$ cat src/inc/cpaa_defines.svh
// Constants for the port access arbiter: register selects, fields, opcodes
// Assumes inclusion by bare name from the design files
`ifndef CPAA_DEFINES_SVH
`define CPAA_DEFINES_SVH
// ==========================================
// Register select codes
`define CPAA_R_SETUP      8'h00
`define CPAA_R_OPCODE     8'h01
`define CPAA_R_HKEY_LO    8'h02
`define CPAA_R_HKEY_HI    8'h03
`define CPAA_R_HMASK_LO   8'h04
`define CPAA_R_HMASK_HI   8'h05
`define CPAA_R_HSEG       8'h06
`define CPAA_R_HIT_STATE  8'h07
`define CPAA_R_ENTRY_ST   8'h08
`define CPAA_R_HIT_ADDR   8'h09
`define CPAA_R_SEG_HIT    8'h0a
`define CPAA_R_CMP        8'h0b
`define CPAA_R_HDATA      8'h0c
`define CPAA_R_TBL_ADDR   8'h0e
`define CPAA_R_TBL_LO     8'h0f
`define CPAA_R_TBL_HI     8'h10
`define CPAA_R_TBL_COUNT  8'h11
`define CPAA_R_CHIP_ID    8'h12
`define CPAA_R_MODE       8'h13
`define CPAA_R_STEP_IDX   8'h14
`define CPAA_R_CUT        8'h15
`define CPAA_R_SEGSEL     8'h16
`define CPAA_R_MASK_LO    8'h17
`define CPAA_R_MASK_HI    8'h18
`define CPAA_R_RSEL       8'h19
`define CPAA_R_RSEG       8'h1a
// ==========================================
// Setup and step register fields, reset values
`define CPAA_SU_SWAP      0
`define CPAA_SU_WRPOL     1
`define CPAA_SU_CHREG     2
`define CPAA_SU_IPCH      3
`define CPAA_SU_OPCH      4
`define CPAA_SU_IPST      7:5
`define CPAA_SU_OPST      10:8
`define CPAA_SETUP_RST    16'h0000
`define CPAA_COUNT_RST    5'h10
`define CPAA_STEP_END     15
// ==========================================
// Opcodes
`define CPAA_OP_GO_HOST   8'h01
`define CPAA_OP_GO_IDLE   8'h02
`define CPAA_OP_SOFT_RST  8'h03
`define CPAA_OP_SEQ_RST   8'h04
`define CPAA_OP_SEEK      8'h05
`define CPAA_OP_TC_START  8'h06
`define CPAA_OP_TC_END    8'h07
`define CPAA_OP_ID_START  8'h08
`define CPAA_OP_ID_END    8'h09
`define CPAA_OP_CLEAR     8'h0a
`endif

$ cat src/inc/cpaa_pkg.sv
// Types shared by the port access arbiter
// Assumes nothing beyond a SystemVerilog compiler
package cpaa_pkg;
  typedef enum logic [3:0] {
    host_phase     = 4'b0001,
    port_idle_wait = 4'b0010,
    input_phase    = 4'b0100,
    output_phase   = 4'b1000
  } cpaa_mode_t;
  typedef enum logic [1:0] {
    res_status = 2'h0,
    res_addr   = 2'h1,
    res_data   = 2'h2,
    res_key    = 2'h3
  } cpaa_res_t;
endpackage

$ cat src/logic/cpaa_match_table.sv
// Match table: 16 words of flip-flops with a masked parallel compare
// Assumes the caller gates writes and clears by arbitration
`timescale 1ns/1ps
module cpaa_match_table (
  // Clock and reset
  input  wire logic        i_clk_sys,
  input  wire logic        i_rst_b,
  input  wire logic        i_clk_en,
  // Write side
  input  wire logic        i_we,
  input  wire logic [3:0]  i_widx,
  input  wire logic [31:0] i_wdata,
  input  wire logic        i_clear,
  input  wire logic [4:0]  i_count,
  // Search and read side
  input  wire logic [31:0] i_key,
  input  wire logic [31:0] i_mask,
  input  wire logic [3:0]  i_ridx,
  output logic      [31:0] o_rdata,
  output logic      [15:0] o_match,
  output logic             o_hit,
  output logic             o_multi,
  output logic      [3:0]  o_hit_idx
);
  logic [31:0] tbl [16];

  always_ff @(posedge i_clk_sys or negedge i_rst_b)
    if (!i_rst_b)
      for (int i = 0; i < 16; i++) tbl[i] <= 32'h0;
    else if (i_clk_en)
    begin
      if (i_clear)
        for (int i = 0; i < 16; i++) tbl[i] <= 32'h0;
      else if (i_we)
        tbl[i_widx] <= i_wdata;
    end

  // Masked bits (mask 1) never take part in the compare
  always_comb
  begin
    o_hit_idx = 4'h0;
    for (int i = 0; i < 16; i++)
      o_match[i] = (5'(i) < i_count) && (((tbl[i] ^ i_key) & ~i_mask) == 32'h0);
    for (int i = 15; i >= 0; i--)
      if (o_match[i]) o_hit_idx = 4'(i);
  end

  assign o_hit   = |o_match;
  assign o_multi = (o_match & (o_match - 16'h1)) != 16'h0;
  assign o_rdata = tbl[i_ridx];
endmodule

$ cat src/logic/cpaa_port_arbiter.sv
// Port access and arbitration for a three-port match-table search device
// Assumes all strobes and pins are synchronous to i_clk_sys
// Function
// [RULE1] One 32-bit result word per read strobe
// [RULE2] Result port emits status, address, data, key
// [RULE3] Two channels of eight steps, dividable
// [RULE4] 16-bit host data, 8-bit register select
// [RULE5] Each host operation is one strobe low pulse
// [RULE6] Host drives direction during each cycle
// [RULE7] Setup register sets swap, strobe polarity, channel source
// [RULE8] Opcode write launches matching command
// [RULE9] Host loads key, mask, segment before seek
// [RULE10] Host seek is one single search
// [RULE11] Hit results readable; hit data gives entry
// [RULE12] Step registers set cut, segment, mask
// [RULE13] Result select and segment chosen per step
// [RULE14] Host configures table before use
// [RULE15] Host registers chip index when cascaded
// [RULE16] Table ops never overlap port activity
// [RULE17] Three ports mutually exclusive, two methods
// [RULE18] Internal mode tracking with two submodes
// [RULE19] Host mode refuses input and output sequences
// [RULE20] External logic keeps ports exclusive
// [RULE21] External method: only submode restrictions
// [RULE22] Select pin low internal, high external
// [RULE23] Resets and host commands enter host mode
// [RULE24] Go-idle command enters idle waiting mode
// [RULE25] Refused table access and strobes change nothing
`timescale 1ns/1ps
`include "cpaa_defines.svh"
module cpaa_port_arbiter (
  // Clock, reset, enable
  input  wire logic        i_clk_sys,
  input  wire logic        i_rst_b,
  input  wire logic        i_clk_en,
  // Arbitration select pin
  input  wire logic        i_arbitration_select,
  // Host register port
  input  wire logic        i_host_ce_b,
  input  wire logic        i_host_rw,
  input  wire logic [7:0]  i_host_addr,
  input  wire logic [15:0] i_host_bus,
  output logic      [15:0] o_host_bus,
  output logic             o_host_bus_oe,
  // Key input port
  input  wire logic        i_key_wr,
  input  wire logic [31:0] i_key_data,
  input  wire logic        i_ip_chan_pin,
  input  wire logic        i_op_chan_pin,
  // Result port
  input  wire logic        i_result_rd_b,
  output logic      [31:0] o_result_bus,
  // Mode status
  output cpaa_pkg::cpaa_mode_t o_mode,
  output logic             o_table_setup_submode,
  output logic             o_chip_index_submode
);
  import cpaa_pkg::*;

  // ==========================================
  // Storage
  logic [15:0] setup, hkey_lo, hkey_hi, hmask_lo, hmask_hi, hseg, tbl_lo, chip_id;
  logic [3:0]  tbl_addr, step_idx, hit_idx;
  logic [4:0]  tbl_count;
  logic [1:0]  cut [16];
  logic [2:0]  sseg [16];
  logic [2:0]  rseg [16];
  logic [31:0] smask [16];
  cpaa_res_t   rsel [16];
  logic        ip_end [16];
  logic        op_end [16];
  logic [2:0]  ip_ptr, op_ptr, hit_seg;
  logic        ip_stop, op_stop, ip_ch, op_ch;
  logic        ce_q, wr_q, rd_q, hit, multi;
  logic [63:0] acc;
  logic [31:0] last_key;
  logic [15:0] hit_vec;

  function automatic logic is_tbl_reg(input logic [7:0] a);
    return a == `CPAA_R_CMP || a == `CPAA_R_HDATA || a == `CPAA_R_TBL_LO
        || a == `CPAA_R_TBL_HI;
  endfunction

  function automatic logic [31:0] swap32(input logic [31:0] d);
    return {d[7:0], d[15:8], d[23:16], d[31:24]};
  endfunction

  // ==========================================
  // Strobe capture and arbitration
  logic ext, wr_act, host_take, host_wr, host_rd, cmd, allow_tbl, seq_ok;
  logic host_tbl, ip_go, op_go, seek, tbl_we, tbl_clr, seq_rst, soft_rst;
  logic [7:0]  op;
  logic [3:0]  ip_si, op_si, ridx;
  logic [63:0] acc_n;
  logic [31:0] din, key_n, m_rdata;
  logic [15:0] m_match;
  logic        m_hit, m_multi;
  logic [3:0]  m_idx;

  assign ext       = i_arbitration_select;                    // see [RULE22]
  assign wr_act    = setup[`CPAA_SU_WRPOL] ? i_key_wr : ~i_key_wr; // see [RULE7]
  assign host_take = i_clk_en & ~i_host_ce_b & ce_q;           // see [RULE5]
  assign host_wr   = host_take & ~i_host_rw;                   // see [RULE6]
  assign host_rd   = host_take & i_host_rw;
  assign op        = i_host_bus[7:0];
  assign cmd       = host_wr && i_host_addr == `CPAA_R_OPCODE; // see [RULE8]
  // Table ops need host mode only under internal arbitration
  assign allow_tbl = ~o_chip_index_submode & (ext | o_mode == host_phase); // see [RULE16]
  assign seq_ok    = ~o_table_setup_submode & ~o_chip_index_submode;   // see [RULE21]
  assign seek      = cmd && op == `CPAA_OP_SEEK && allow_tbl && !o_table_setup_submode;
  assign tbl_clr   = cmd && op == `CPAA_OP_CLEAR && allow_tbl;
  assign tbl_we    = host_wr && i_host_addr == `CPAA_R_TBL_HI && allow_tbl; // see [RULE25]
  assign soft_rst  = cmd && op == `CPAA_OP_SOFT_RST;
  assign seq_rst   = cmd && (op == `CPAA_OP_SEQ_RST || soft_rst);
  // Host table traffic wins a same-cycle clash with the ports
  assign host_tbl  = host_take & (is_tbl_reg(i_host_addr) | seek | tbl_clr); // see [RULE17]
  assign ip_go     = i_clk_en & wr_act & ~wr_q & seq_ok & ~ip_stop & ~host_tbl
                   & (ext | o_mode == port_idle_wait | o_mode == input_phase); // see [RULE19]
  assign op_go     = i_clk_en & ~i_result_rd_b & rd_q & seq_ok & ~op_stop & ~host_tbl
                   & ~ip_go & (ext | o_mode == port_idle_wait | o_mode == output_phase);
  assign ip_si     = {ip_ch, ip_ptr};                          // see [RULE3]
  assign op_si     = {op_ch, op_ptr};
  assign din       = setup[`CPAA_SU_SWAP] ? swap32(i_key_data) : i_key_data;
  assign acc_n     = {acc[31:0], din};
  assign key_n     = acc_n[{cut[ip_si], 3'b000} +: 32];        // see [RULE12]
  // Hit data reads the entry at the hit address, table data the addressed one
  assign ridx      = (host_take && i_host_addr == `CPAA_R_HDATA) ? hit_idx
                   : host_tbl ? tbl_addr : 4'(hit_idx + {1'b0, rseg[op_si]}); // see [RULE11]

  cpaa_match_table u_table (
    .i_clk_sys (i_clk_sys),
    .i_rst_b   (i_rst_b),
    .i_clk_en  (i_clk_en),
    .i_we      (tbl_we),
    .i_widx    (tbl_addr),
    .i_wdata   ({i_host_bus, tbl_lo}),
    .i_clear   (tbl_clr),
    .i_count   (tbl_count),
    .i_key     (ip_go ? key_n : {hkey_hi, hkey_lo}),
    .i_mask    (ip_go ? smask[ip_si] : {hmask_hi, hmask_lo}),
    .i_ridx    (ridx),
    .o_rdata   (m_rdata),
    .o_match   (m_match),
    .o_hit     (m_hit),
    .o_multi   (m_multi),
    .o_hit_idx (m_idx)
  );

  always_ff @(posedge i_clk_sys or negedge i_rst_b)
    if (!i_rst_b)
    begin
      ce_q <= 1'b1;
      wr_q <= 1'b0;
      rd_q <= 1'b1;
    end
    else if (i_clk_en)
    begin
      ce_q <= i_host_ce_b;
      wr_q <= wr_act;
      rd_q <= i_result_rd_b;
    end

  // ==========================================
  // Operating mode
  always_ff @(posedge i_clk_sys or negedge i_rst_b)
    if (!i_rst_b)
    begin
      o_mode                <= host_phase;                     // see [RULE23]
      o_table_setup_submode <= 1'b0;
      o_chip_index_submode  <= 1'b0;
    end
    else if (i_clk_en)
    begin
      if (cmd && (op == `CPAA_OP_GO_HOST || soft_rst))
        o_mode <= host_phase;                                  // see [RULE23]
      else if (cmd && op == `CPAA_OP_GO_IDLE && o_mode == host_phase && seq_ok)
        o_mode <= port_idle_wait;                              // see [RULE24]
      else if (ip_go && !ext)
        o_mode <= ip_end[ip_si] ? port_idle_wait : input_phase; // see [RULE18]
      else if (op_go && !ext)
        o_mode <= op_end[op_si] ? port_idle_wait : output_phase;
      if (soft_rst || (cmd && op == `CPAA_OP_TC_END))
        o_table_setup_submode <= 1'b0;
      else if (cmd && op == `CPAA_OP_TC_START && allow_tbl)
        o_table_setup_submode <= 1'b1;
      if (soft_rst || (cmd && op == `CPAA_OP_ID_END))
        o_chip_index_submode <= 1'b0;
      else if (cmd && op == `CPAA_OP_ID_START && (ext || o_mode == host_phase))
        o_chip_index_submode <= 1'b1;
    end

  // ==========================================
  // Host-written configuration
  always_ff @(posedge i_clk_sys or negedge i_rst_b)
    if (!i_rst_b)
    begin
      setup     <= `CPAA_SETUP_RST;
      {hkey_lo, hkey_hi, hmask_lo, hmask_hi, hseg, tbl_lo, chip_id} <= 112'h0;
      tbl_addr  <= 4'h0;
      tbl_count <= `CPAA_COUNT_RST;
    end
    else if (host_wr)
      unique case (i_host_addr)
        `CPAA_R_SETUP:     if (ext || o_mode == host_phase) setup <= i_host_bus; // see [RULE7]
        `CPAA_R_HKEY_LO:   hkey_lo  <= i_host_bus;             // see [RULE9]
        `CPAA_R_HKEY_HI:   hkey_hi  <= i_host_bus;
        `CPAA_R_HMASK_LO:  hmask_lo <= i_host_bus;
        `CPAA_R_HMASK_HI:  hmask_hi <= i_host_bus;
        `CPAA_R_HSEG:      hseg     <= i_host_bus;
        `CPAA_R_TBL_ADDR:  tbl_addr <= i_host_bus[3:0];
        `CPAA_R_TBL_LO:    if (allow_tbl) tbl_lo <= i_host_bus;
        `CPAA_R_TBL_COUNT: if (o_table_setup_submode) tbl_count <= i_host_bus[4:0];
        `CPAA_R_CHIP_ID:   if (o_chip_index_submode) chip_id <= i_host_bus;
        default:           ;
      endcase

  // Per-step sequence definitions, reached through a step index
  always_ff @(posedge i_clk_sys or negedge i_rst_b)
    if (!i_rst_b)
    begin
      step_idx <= 4'h0;
      for (int i = 0; i < 16; i++)
      begin
        cut[i]    <= 2'h0;
        sseg[i]   <= 3'h0;
        rseg[i]   <= 3'h0;
        smask[i]  <= 32'h0;
        rsel[i]   <= res_status;
        ip_end[i] <= 1'b1;
        op_end[i] <= 1'b1;
      end
    end
    else if (host_wr)
      unique case (i_host_addr)
        `CPAA_R_STEP_IDX: step_idx <= i_host_bus[3:0];
        `CPAA_R_CUT:      cut[step_idx] <= i_host_bus[1:0];     // see [RULE12]
        `CPAA_R_SEGSEL:
        begin
          sseg[step_idx]   <= i_host_bus[2:0];
          ip_end[step_idx] <= i_host_bus[`CPAA_STEP_END];
        end
        `CPAA_R_MASK_LO:  smask[step_idx][15:0]  <= i_host_bus;
        `CPAA_R_MASK_HI:  smask[step_idx][31:16] <= i_host_bus;
        `CPAA_R_RSEL:                                          // see [RULE13]
        begin
          rsel[step_idx]   <= cpaa_res_t'(i_host_bus[1:0]);
          op_end[step_idx] <= i_host_bus[`CPAA_STEP_END];
        end
        `CPAA_R_RSEG:     rseg[step_idx] <= i_host_bus[2:0];
        default:          ;
      endcase

  // ==========================================
  // Sequence pointers; an end step stops a channel part-way, dividing it
  always_ff @(posedge i_clk_sys or negedge i_rst_b)
    if (!i_rst_b)
    begin
      {ip_ptr, op_ptr} <= 6'h0;
      {ip_stop, op_stop, ip_ch, op_ch} <= 4'h0;
    end
    else if (seq_rst)
    begin
      ip_ch   <= setup[`CPAA_SU_CHREG] ? setup[`CPAA_SU_IPCH] : i_ip_chan_pin;
      op_ch   <= setup[`CPAA_SU_CHREG] ? setup[`CPAA_SU_OPCH] : i_op_chan_pin;
      ip_ptr  <= setup[`CPAA_SU_IPST];
      op_ptr  <= setup[`CPAA_SU_OPST];
      // A step that ends its channel in the reset cycle still stops it
      ip_stop <= ip_go && ip_end[ip_si];
      op_stop <= op_go && op_end[op_si];
    end
    else
    begin
      if (ip_go && ip_end[ip_si]) ip_stop <= 1'b1;             // see [RULE3]
      else if (ip_go) ip_ptr <= ip_ptr + 3'h1;
      if (op_go && op_end[op_si]) op_stop <= 1'b1;
      else if (op_go) op_ptr <= op_ptr + 3'h1;
    end

  // ==========================================
  // Search results: host seek is one lookup, no stepping
  always_ff @(posedge i_clk_sys or negedge i_rst_b)
    if (!i_rst_b)
    begin
      {hit, multi, hit_idx, hit_seg, hit_vec} <= 25'h0;
      acc      <= 64'h0;
      last_key <= 32'h0;
    end
    else if (ip_go || seek)                                    // see [RULE10]
    begin
      hit     <= m_hit;                                        // see [RULE11]
      multi   <= m_multi;
      hit_idx <= m_idx;
      hit_vec <= m_match;
      hit_seg <= ip_go ? sseg[ip_si] : hseg[2:0];
      if (ip_go)
      begin
        acc      <= acc_n;
        last_key <= key_n;
      end
    end

  // Result port: one word per read strobe
  always_ff @(posedge i_clk_sys or negedge i_rst_b)
    if (!i_rst_b)
      o_result_bus <= 32'h0;
    else if (op_go)                                            // see [RULE1]
      unique case (rsel[op_si])                                // see [RULE2]
        res_status: o_result_bus <= {hit_seg, 27'h0, multi, hit};
        res_addr:   o_result_bus <= {28'h0, hit_idx};
        res_data:   o_result_bus <= m_rdata;
        res_key:    o_result_bus <= last_key;
      endcase

  // ==========================================
  // Host read path; refused table reads answer zero
  logic [15:0] rd_mux;
  always_comb
  begin
    rd_mux = 16'h0;
    unique case (i_host_addr)                                  // see [RULE4]
      `CPAA_R_SETUP:     rd_mux = setup;
      `CPAA_R_HKEY_LO:   rd_mux = hkey_lo;
      `CPAA_R_HKEY_HI:   rd_mux = hkey_hi;
      `CPAA_R_HMASK_LO:  rd_mux = hmask_lo;
      `CPAA_R_HMASK_HI:  rd_mux = hmask_hi;
      `CPAA_R_HSEG:      rd_mux = hseg;
      `CPAA_R_HIT_STATE: rd_mux = {14'h0, multi, hit};         // see [RULE11]
      `CPAA_R_ENTRY_ST:  rd_mux = {ip_stop, op_stop, 9'h0, tbl_count};
      `CPAA_R_HIT_ADDR:  rd_mux = {12'h0, hit_idx};
      `CPAA_R_SEG_HIT:   rd_mux = {13'h0, hit_seg};
      `CPAA_R_CMP:       rd_mux = allow_tbl ? hit_vec : 16'h0;
      `CPAA_R_HDATA:     rd_mux = allow_tbl ? m_rdata[15:0] : 16'h0;
      `CPAA_R_TBL_LO:    rd_mux = allow_tbl ? m_rdata[15:0] : 16'h0;
      `CPAA_R_TBL_HI:    rd_mux = allow_tbl ? m_rdata[31:16] : 16'h0;
      `CPAA_R_TBL_ADDR:  rd_mux = {12'h0, tbl_addr};
      `CPAA_R_TBL_COUNT: rd_mux = {11'h0, tbl_count};
      `CPAA_R_CHIP_ID:   rd_mux = chip_id;
      `CPAA_R_MODE:      rd_mux = {9'h0, ext, o_chip_index_submode,
                                   o_table_setup_submode, o_mode};
      `CPAA_R_STEP_IDX:  rd_mux = {12'h0, step_idx};
      default:           rd_mux = 16'h0;
    endcase
  end

  // Read data stands until the next read; enable drops once the strobe is high
  always_ff @(posedge i_clk_sys or negedge i_rst_b)
    if (!i_rst_b)
    begin
      o_host_bus    <= 16'h0;
      o_host_bus_oe <= 1'b0;
    end
    else if (i_clk_en)
    begin
      if (host_rd)
      begin
        o_host_bus    <= rd_mux;
        o_host_bus_oe <= 1'b1;
      end
      else if (i_host_ce_b)
        o_host_bus_oe <= 1'b0;
    end
endmodule

$ cat config.mk
export PLATFORM = sky130hd
export DESIGN_NAME = cpaa_port_arbiter
export DESIGN_NICKNAME = d
export VERILOG_FILES = /design/src/inc/cpaa_pkg.sv /design/src/logic/cpaa_match_table.sv /design/src/logic/cpaa_port_arbiter.sv
export VERILOG_INCLUDE_DIRS = /design/src /design/src/inc
export SDC_FILE = /design/constraint.sdc
export NUM_CORES = 2
export LEC_CHECK = 0
export ABC_AREA = 0
export BUFFER_PORTS_ARGS = -buffer_cell sky130_fd_sc_hd__buf_2
export CAP_MARGIN = 20
export CORE_ASPECT_RATIO = 1.1
export CORE_MARGIN = 3
export CORE_UTILIZATION = 30
export CTS_CLUSTER_DIAMETER = 40
export DETAILED_ROUTE_END_ITERATION = 8
export PLACE_DENSITY = 0.52
export SYNTH_ARGS = -nofsm -noshare
export SYNTH_HDL_FRONTEND = slang
export SYNTH_HIERARCHICAL = 1
export SYNTH_SLANG_ARGS = --single-unit
$ cat constraint.sdc
create_clock -name i_clk_sys -period 7.12 [get_ports i_clk_sys]
set_input_delay 1.424 -clock i_clk_sys [delete_from_list [all_inputs] [get_ports i_clk_sys]]
set_output_delay 1.424 -clock i_clk_sys [all_outputs]
set_load 0.02 [all_outputs]
# Yosys cells after proc, flatten, opt, wreduce, memory -nomap -nowiden
# Cells that the tools add are included.
[word_totals]
rom_bits = 0
mem_bits_rw = 0
register_bits = 1514
inputBits = 66
out_inout_bits = 55
word_cells = 519
n_memories = 0
latchBits = 0
[classes]
shifts = 1
bitwise = 76
order_cmp = 23
n_div = 0
n_mux = 100
n_mul = 0
add_sub_neg = 4
reduce_logical = 110
n_eq_ne = 44
[op_table]
columns = ["cell", "count"]
rows = [
  ["bitwise mux 512 bit", 3],
  ["two-way mux 512 bit", 2],
  ["one-hot mux 512 bit (2 select lines)", 1],
  ["bitwise AND 32 bit", 16],
  ["logical NOT 32 bit", 16],
  ["XOR 32 bit", 16],
  ["demux 32 bit (select 4 bit)", 3],
  ["two-way mux 32 bit", 9],
  ["one-hot mux 16 bit (18 select lines)", 1],
  ["binary-select mux 32 bit (select 4 bit)", 2],
  ["one-hot mux 32 bit (4 select lines)", 1],
  ["bitwise mux 48 bit", 2],
  ["two-way mux 4 bit", 23],
  ["== test 8 x 5 -> 1 bit (second input constant)", 11],
  ["== test 8 x 4 -> 1 bit (second input constant)", 10],
  ["bitwise mux 32 bit", 2],
  ["== test 8 x 3 -> 1 bit (second input constant)", 8],
  ["two-way mux 16 bit", 4],
  ["indexed part select 64 x 6 -> 32 bit", 1],
  ["logical AND 1 bit", 43],
  ["AND reduction 2 bit", 21],
  ["less-than comparator 4 x 5 -> 1 bit (first input constant)", 8],
  ["two-way mux 3 bit", 13],
  ["bitwise mux 16 bit", 2],
  ["41 further kinds", 140],
]

# Depth between registers and ports, before layout
[logic_depth]
ltp_word = 35
depth_mapped = 25
ltp_nobuf = 18

# Hierarchy
# The synthesis kept the hierarchy.
[by_module_without_submodules]
columns = ["mod", "seq_area_each_um2", "cells_each", "area_per_inst_um2", "n_inst"]
rows = [
  ["cpaa_port_arbiter", 24918.9, 3606, 48220.0, 1],
  ["cpaa_match_table", 12812.3, 3090, 29822.4, 1],
]

# Worst setup path after synthesis
# No wires, ideal clock.
[synth_timing]
kind = "reg2reg"
startpoint = "reg op_ptr[0]"
endpoint = "reg o_host_bus[4]"
path_buffers = 6
t_arrival_ns = 6.099
stages_incl_launch_ff = 21
setup_time_ns = 0.121
t_required_ns = 6.999
period_less_slack_ns = 6.220
path_slack_ns = 0.900
path_cell_list = "dfrtp_1 > buf_2 > buf_2 > buf_1 > mux4_2 > mux4_2 > ha_1 > inv_1 > fa_1 > nand4_1 > o21ai_0 > o21ai_0 > clkbuf_1 > buf_1 > clkbuf_1 > mux4_2 > mux4_2 > a222oi_1 > nand2b_1 > nand3_1 > a22o_1"
[synth_via]
elab_chain_len = 13
word_cells_on_any_way = 14
cone_classes = "add/sub (1); mux (11); bitwise (2)"
[synth_lines]
columns = ["item", "line_no", "rtl"]
rows = [
  ["start: declaration", "cpaa_port_arbiter.sv:72", "logic [2:0] ip_ptr, op_ptr, hit_seg;"],
  ["start signal: assignment", "cpaa_port_arbiter.sv:266", "op_ptr <= setup[`CPAA_SU_OPST];"],
  ["start signal: assignment", "cpaa_port_arbiter.sv:276", "else if (op_go) op_ptr <= op_ptr + 3'h1;"],
  ["NOT 4 -> 5 bit (implied by the code)", "cpaa_port_arbiter.sv:128", ": host_tbl ? tbl_addr : 4'(hit_idx + {1'b0, rseg[op_si]});"],
  ["binary-select mux 3 bit (select 4 bit)", "cpaa_port_arbiter.sv:128", ""],
  ["two-way mux 3 bit (implied by the code) (2 in series)", "cpaa_port_arbiter.sv:128", ""],
  ["adder 4 x 3 -> 4 bit", "cpaa_port_arbiter.sv:128", ""],
  ["two-way mux 4 bit", "cpaa_port_arbiter.sv:128", ""],
  ["two-way mux 4 bit", "cpaa_port_arbiter.sv:127", "assign ridx = (host_take && i_host_addr == `CPAA_R_HDATA) ? hit_idx"],
  ["net ridx[1]", "cpaa_port_arbiter.sv:93", "logic [3:0] ip_si, op_si, ridx;"],
  ["NOT 4 -> 5 bit (implied by the code)", "cpaa_match_table.sv:50", "assign o_rdata = tbl[i_ridx];"],
  ["binary-select mux 32 bit (select 4 bit)", "cpaa_match_table.sv:50", ""],
  ["two-way mux 32 bit (implied by the code) (2 in series)", "cpaa_match_table.sv:50", ""],
  ["net m_rdata[20]", "cpaa_port_arbiter.sv:95", "logic [31:0] din, key_n, m_rdata;"],
  ["two-way mux 16 bit", "cpaa_port_arbiter.sv:334", "`CPAA_R_TBL_HI: rd_mux = allow_tbl ? m_rdata[31:16] : 16'h0;"],
  ["one-hot mux 16 bit (18 select lines)", "cpaa_port_arbiter.sv:320", "unique case (i_host_addr)"],
  ["end signal: assignment", "cpaa_port_arbiter.sv:356", "o_host_bus <= rd_mux;"],
  ["end: declaration", "cpaa_port_arbiter.sv:43", "output logic [15:0] o_host_bus,"],
]
# The timed path passes the listed nets, and every way through them passes these cells. The select of a mux whose other input is x is not followed.
# A chain may end at the register's enable or synchronous reset.

# Final worst setup path
[layout_timing]
startpoint = "reg ip_ptr[0]"
endpoint = "reg hit_idx[0]"
[layout_via]
word_cells_on_any_way = 91
cone_classes = "shift (1); mux (24); bitwise (34); reduce/logical (32)"
[layout_rtl]
columns = ["item", "line_no", "rtl"]
rows = [
  ["start: declaration", "cpaa_port_arbiter.sv:72", ""],
  ["start signal: assignment", "cpaa_port_arbiter.sv:265", "ip_ptr <= setup[`CPAA_SU_IPST];"],
  ["start signal: assignment", "cpaa_port_arbiter.sv:274", "else if (ip_go) ip_ptr <= ip_ptr + 3'h1;"],
  ["NOT 4 -> 5 bit (implied by the code) *", "cpaa_port_arbiter.sv:125, cpaa_port_arbiter.sv:140", ""],
  ["binary-select mux 2 bit (select 4 bit)", "cpaa_port_arbiter.sv:125", "assign key_n = acc_n[{cut[ip_si], 3'b000} +: 32];"],
  ["two-way mux 2 bit (implied by the code) (2 in series)", "cpaa_port_arbiter.sv:125", ""],
  ["indexed part select 64 x 6 -> 32 bit", "cpaa_port_arbiter.sv:125", ""],
  ["two-way mux 32 bit", "cpaa_port_arbiter.sv:139", ".i_key (ip_go ? key_n : {hkey_hi, hkey_lo}),"],
  ["XOR 32 bit", "cpaa_match_table.sv:43", "o_match[i] = (5'(i) < i_count) && (((tbl[i] ^ i_key) & ~i_mask) == 32'h0);"],
  ["bitwise AND 32 bit *", "cpaa_match_table.sv:43", ""],
  ["logical NOT 32 bit *", "cpaa_match_table.sv:43", ""],
  ["logical AND 1 bit *", "cpaa_match_table.sv:43", ""],
  ["net m_match[13]", "cpaa_port_arbiter.sv:96", "logic [15:0] m_match;"],
  ["two-way mux 4 bit * (14 in series)", "cpaa_match_table.sv:45", "if (o_match[i]) o_hit_idx = 4'(i);"],
  ["net m_idx[0]", "cpaa_port_arbiter.sv:98", "logic [3:0] m_idx;"],
  ["end signal: assignment", "cpaa_port_arbiter.sv:292", "hit_idx <= m_idx;"],
  ["end: declaration", "cpaa_port_arbiter.sv:63", "logic [3:0] tbl_addr, step_idx, hit_idx;"],
]
# Mark *: on every way through the listed nets, which the timed path passes. The rest lies on a longest branch. The select of a mux whose other input is x is not followed.

==> flow_summary.toml <==
[run_status]
outcome = "finished, final reports clean"

[cts]
insertion_delay_ns = 0.94
cts-htree-levels = 5
postCtsSetupBuffers = 0
cts_buffers = 280
hold_buffers = 0
clk_pin_slew_ns = 0.05
post_cts_resized = 0
cts_root_buf = "clkbuf_16"
ctsLongestPathBuffers = 4
clock_sinks = 1506
tritoncts = "yes"

[cells_and_area]
fin_area_um2 = 94960
drive_gt1_share_pct = 34.40
area_delta_synth_final_pct = 21.67
layoutNonFillerInstCount = 10619
fillers = 25197
utilization_pct = 36.86
final_nets = 7022

[synthesis]
synth-seq-cells = 1506
synth_flop_cell = "dfrtp_1"
yosys-top-cells-area = "dfrtp_1, mux2_2, mux4_2"
synth_nets = 6768
avgSynthCellArea_um2 = 11.66
synth_top_area_share_pct = 47.14
yosysSeqAreaShare_pct = 48.35
synth_most_common_cell = "dfrtp_1"
synth_warnings = 6
synth_edf_count = 0
yosysUniqueCellTypes = 94
synth_top_area_cell = "dfrtp_1"
synthCells = 6696
syn-cell-area_um2 = 78040
postSynth.asyncResetShare_pct = 100.0
synth_common_cells = "dfrtp_1, mux2_2, nand2_1"

[sta]
fin_hold_ws_ns = 0.4701
setup_ws_ns = 0.2728
skew_ns = 0.06903
tightest_slew_ns = 1.310
grt_setup_unrepaired = "no"
max_freq_mhz = 146.0
period_needed_ns = 6.847
final_max_slew_viol_count = 0
fin_tns_setup_ns = 0
period_share_pct = 96.17
relSlewSlack_pct = 12.63
setup_violations = 0
hold_viol = 0

[placement]
dp_cells = 10112
placement.io_buffers = 120
dpl_worst_slack_ns = -0.1756
globalplace.congestion = 1.050
dp_hpwl_um = 265000
placed_cell_area_um2 = 85350

[detailed_routing]
drt_iter0_drc = 7108
drc = 0
vias = 61854
firstDrtPassIters = 6
wl_um = 379700
ant_nets = 0
routed_via_density = 5.825
wire_per_inst_um = 35.76

[worst_setup_path]
crit_path_end_kind = "register"
cp.required_ns = 7.94
cp.arrival_ns = 7.67
path_class = "register to register"
start_kind = "register"
cp_max_fo = 16

[pwr]
power_mw = 25.71
leakage_nw = 40.78
power_density_nw_per_um2 = 270.7
ir_worst_vdd_mv = 0.2606

[global_routing]
grt_pass1_vias = 61466
grt_use_total_pct = 27.90
grt_max_degree = 193
grt_first_pass_wirelength_um = 521500
overflow = 0
antenna_found_initial = 29

[floorplan]
dieArea_um2 = 266300
core-area_um2 = 257600
pin_count = 121
die_x_um = 492.3
start_util_pct = 30.29
die_h_um = 540.9
num_rows = 195

[hold_path]
min_path_type = "register to register"

[run]
drv_cap = 0
worst paths after layout:
kind | startpoint | depth (start not counted) | to | slack (ns)
min in group asynchronous | i_rst_b | 1 | rsel[28] | 0.55
max | ip_ptr[0] | 21 | hit_idx[0] | 0.27
min | o_result_bus[2] | 1 | o_result_bus[2] | 0.47
min reg2reg | o_result_bus[2] | 1 | o_result_bus[2] | 0.47
max reg2reg | ip_ptr[0] | 21 | hit_idx[0] | 0.27
max in group asynchronous | i_rst_b | 3 | u_table/tbl[129] | 4.71
critical path, cell delays in order (launching register included):
cell	delay [ns]
dfrtp_4	0.47
mux4_2	0.71
mux2i_4	0.32
buf_4	0.39
mux2_2	0.38
o211ai_1	0.56
o211ai_1	0.25
o21a_1	0.20
buf_12	0.16
xnor2_1	0.58
o22ai_1	0.17
nor2_1	0.44
nand3_1	0.13
nor4_1	0.58
buf_4	0.24
a21oi_1	0.04
o21bai_1	0.23
a21oi_1	0.12
o21a_1	0.17
o32ai_1	0.26
buf_4	0.15
mux2_2	0.14
layout make-up:
cell class	count	area (µm²)	area share, %
sequential	1506	37740	39.75
antenna	14	35.03	0.03689
multi-input combinational	4525	38050	40.07
tap	3447	4313	4.542
timing repair buffer	594	5129	5.401
inverter	43	161.4	0.1700
clock inverter	144	1842	1.940
clock buffer	346	7682	8.090
kinds of logic after synthesis:
kind of cell	count (synthesis)	synth area share, %
multiplexers	1354	24.83
AO/OA/AOI/OAI	1226	9.542
AND/OR/NAND/NOR	1421	7.867
XOR/XNOR	516	5.791
flip-flops	1506	48.35
adder cells (fa/ha/maj)	8	0.1315
buffers and inverters	665	3.490
sequential cells by signal (all words and copies together) (netlist names), 32 cells and up:
signal and flops:
smask 512, u_table/tbl 512, rseg 48, sseg 48, cut 32, last_key 32, o_result_bus 32, rsel 32
cell usage in the layout (no fill, tap or decap), types with 25 or more instances in the layout:
master	synthesis	layout
nor3_1	42	41
nand3_1	83	77
clkbuf_8	0	30
nand2_1	880	880
clkbuf_1	431	30
buf_12	0	66
o22ai_1	249	248
a21oi_1	56	56
a22oi_1	34	34
buf_2	134	115
xnor2_1	514	514
nor2_1	234	224
a22o_1	32	32
mux4_2	374	374
mux2i_1	73	71
o21ai_0	583	580
buf_4	4	405
clkinv_2	0	31
o21a_1	37	37
dfrtp_1	1470	1466
a21o_1	26	26
clkbuf_16	0	286
inv_6	0	29
o211ai_1	38	38
bufinv_16	0	32
inv_1	40	39
dfstp_2	36	36
mux2_2	903	903
a31oi_1	33	25
metal layers:
metal	up-vias	track usage (%)	routed length, µm
li1	24792	-	-
met1	32626	35.61	150700
met2	3347	43.12	170800
met3	1081	5.611	28530
met4	8	17.92	29660
met5	-	0	54
where the power goes:
| group | internal (mW) | switching, mW |
|---|---|---|
| Combinational | 1.10 | 2.03 |
| Clock | 8.86 | 4.72 |
| Sequential | 8.74 | 0.251 |
(Power assumes the default switching activity.)
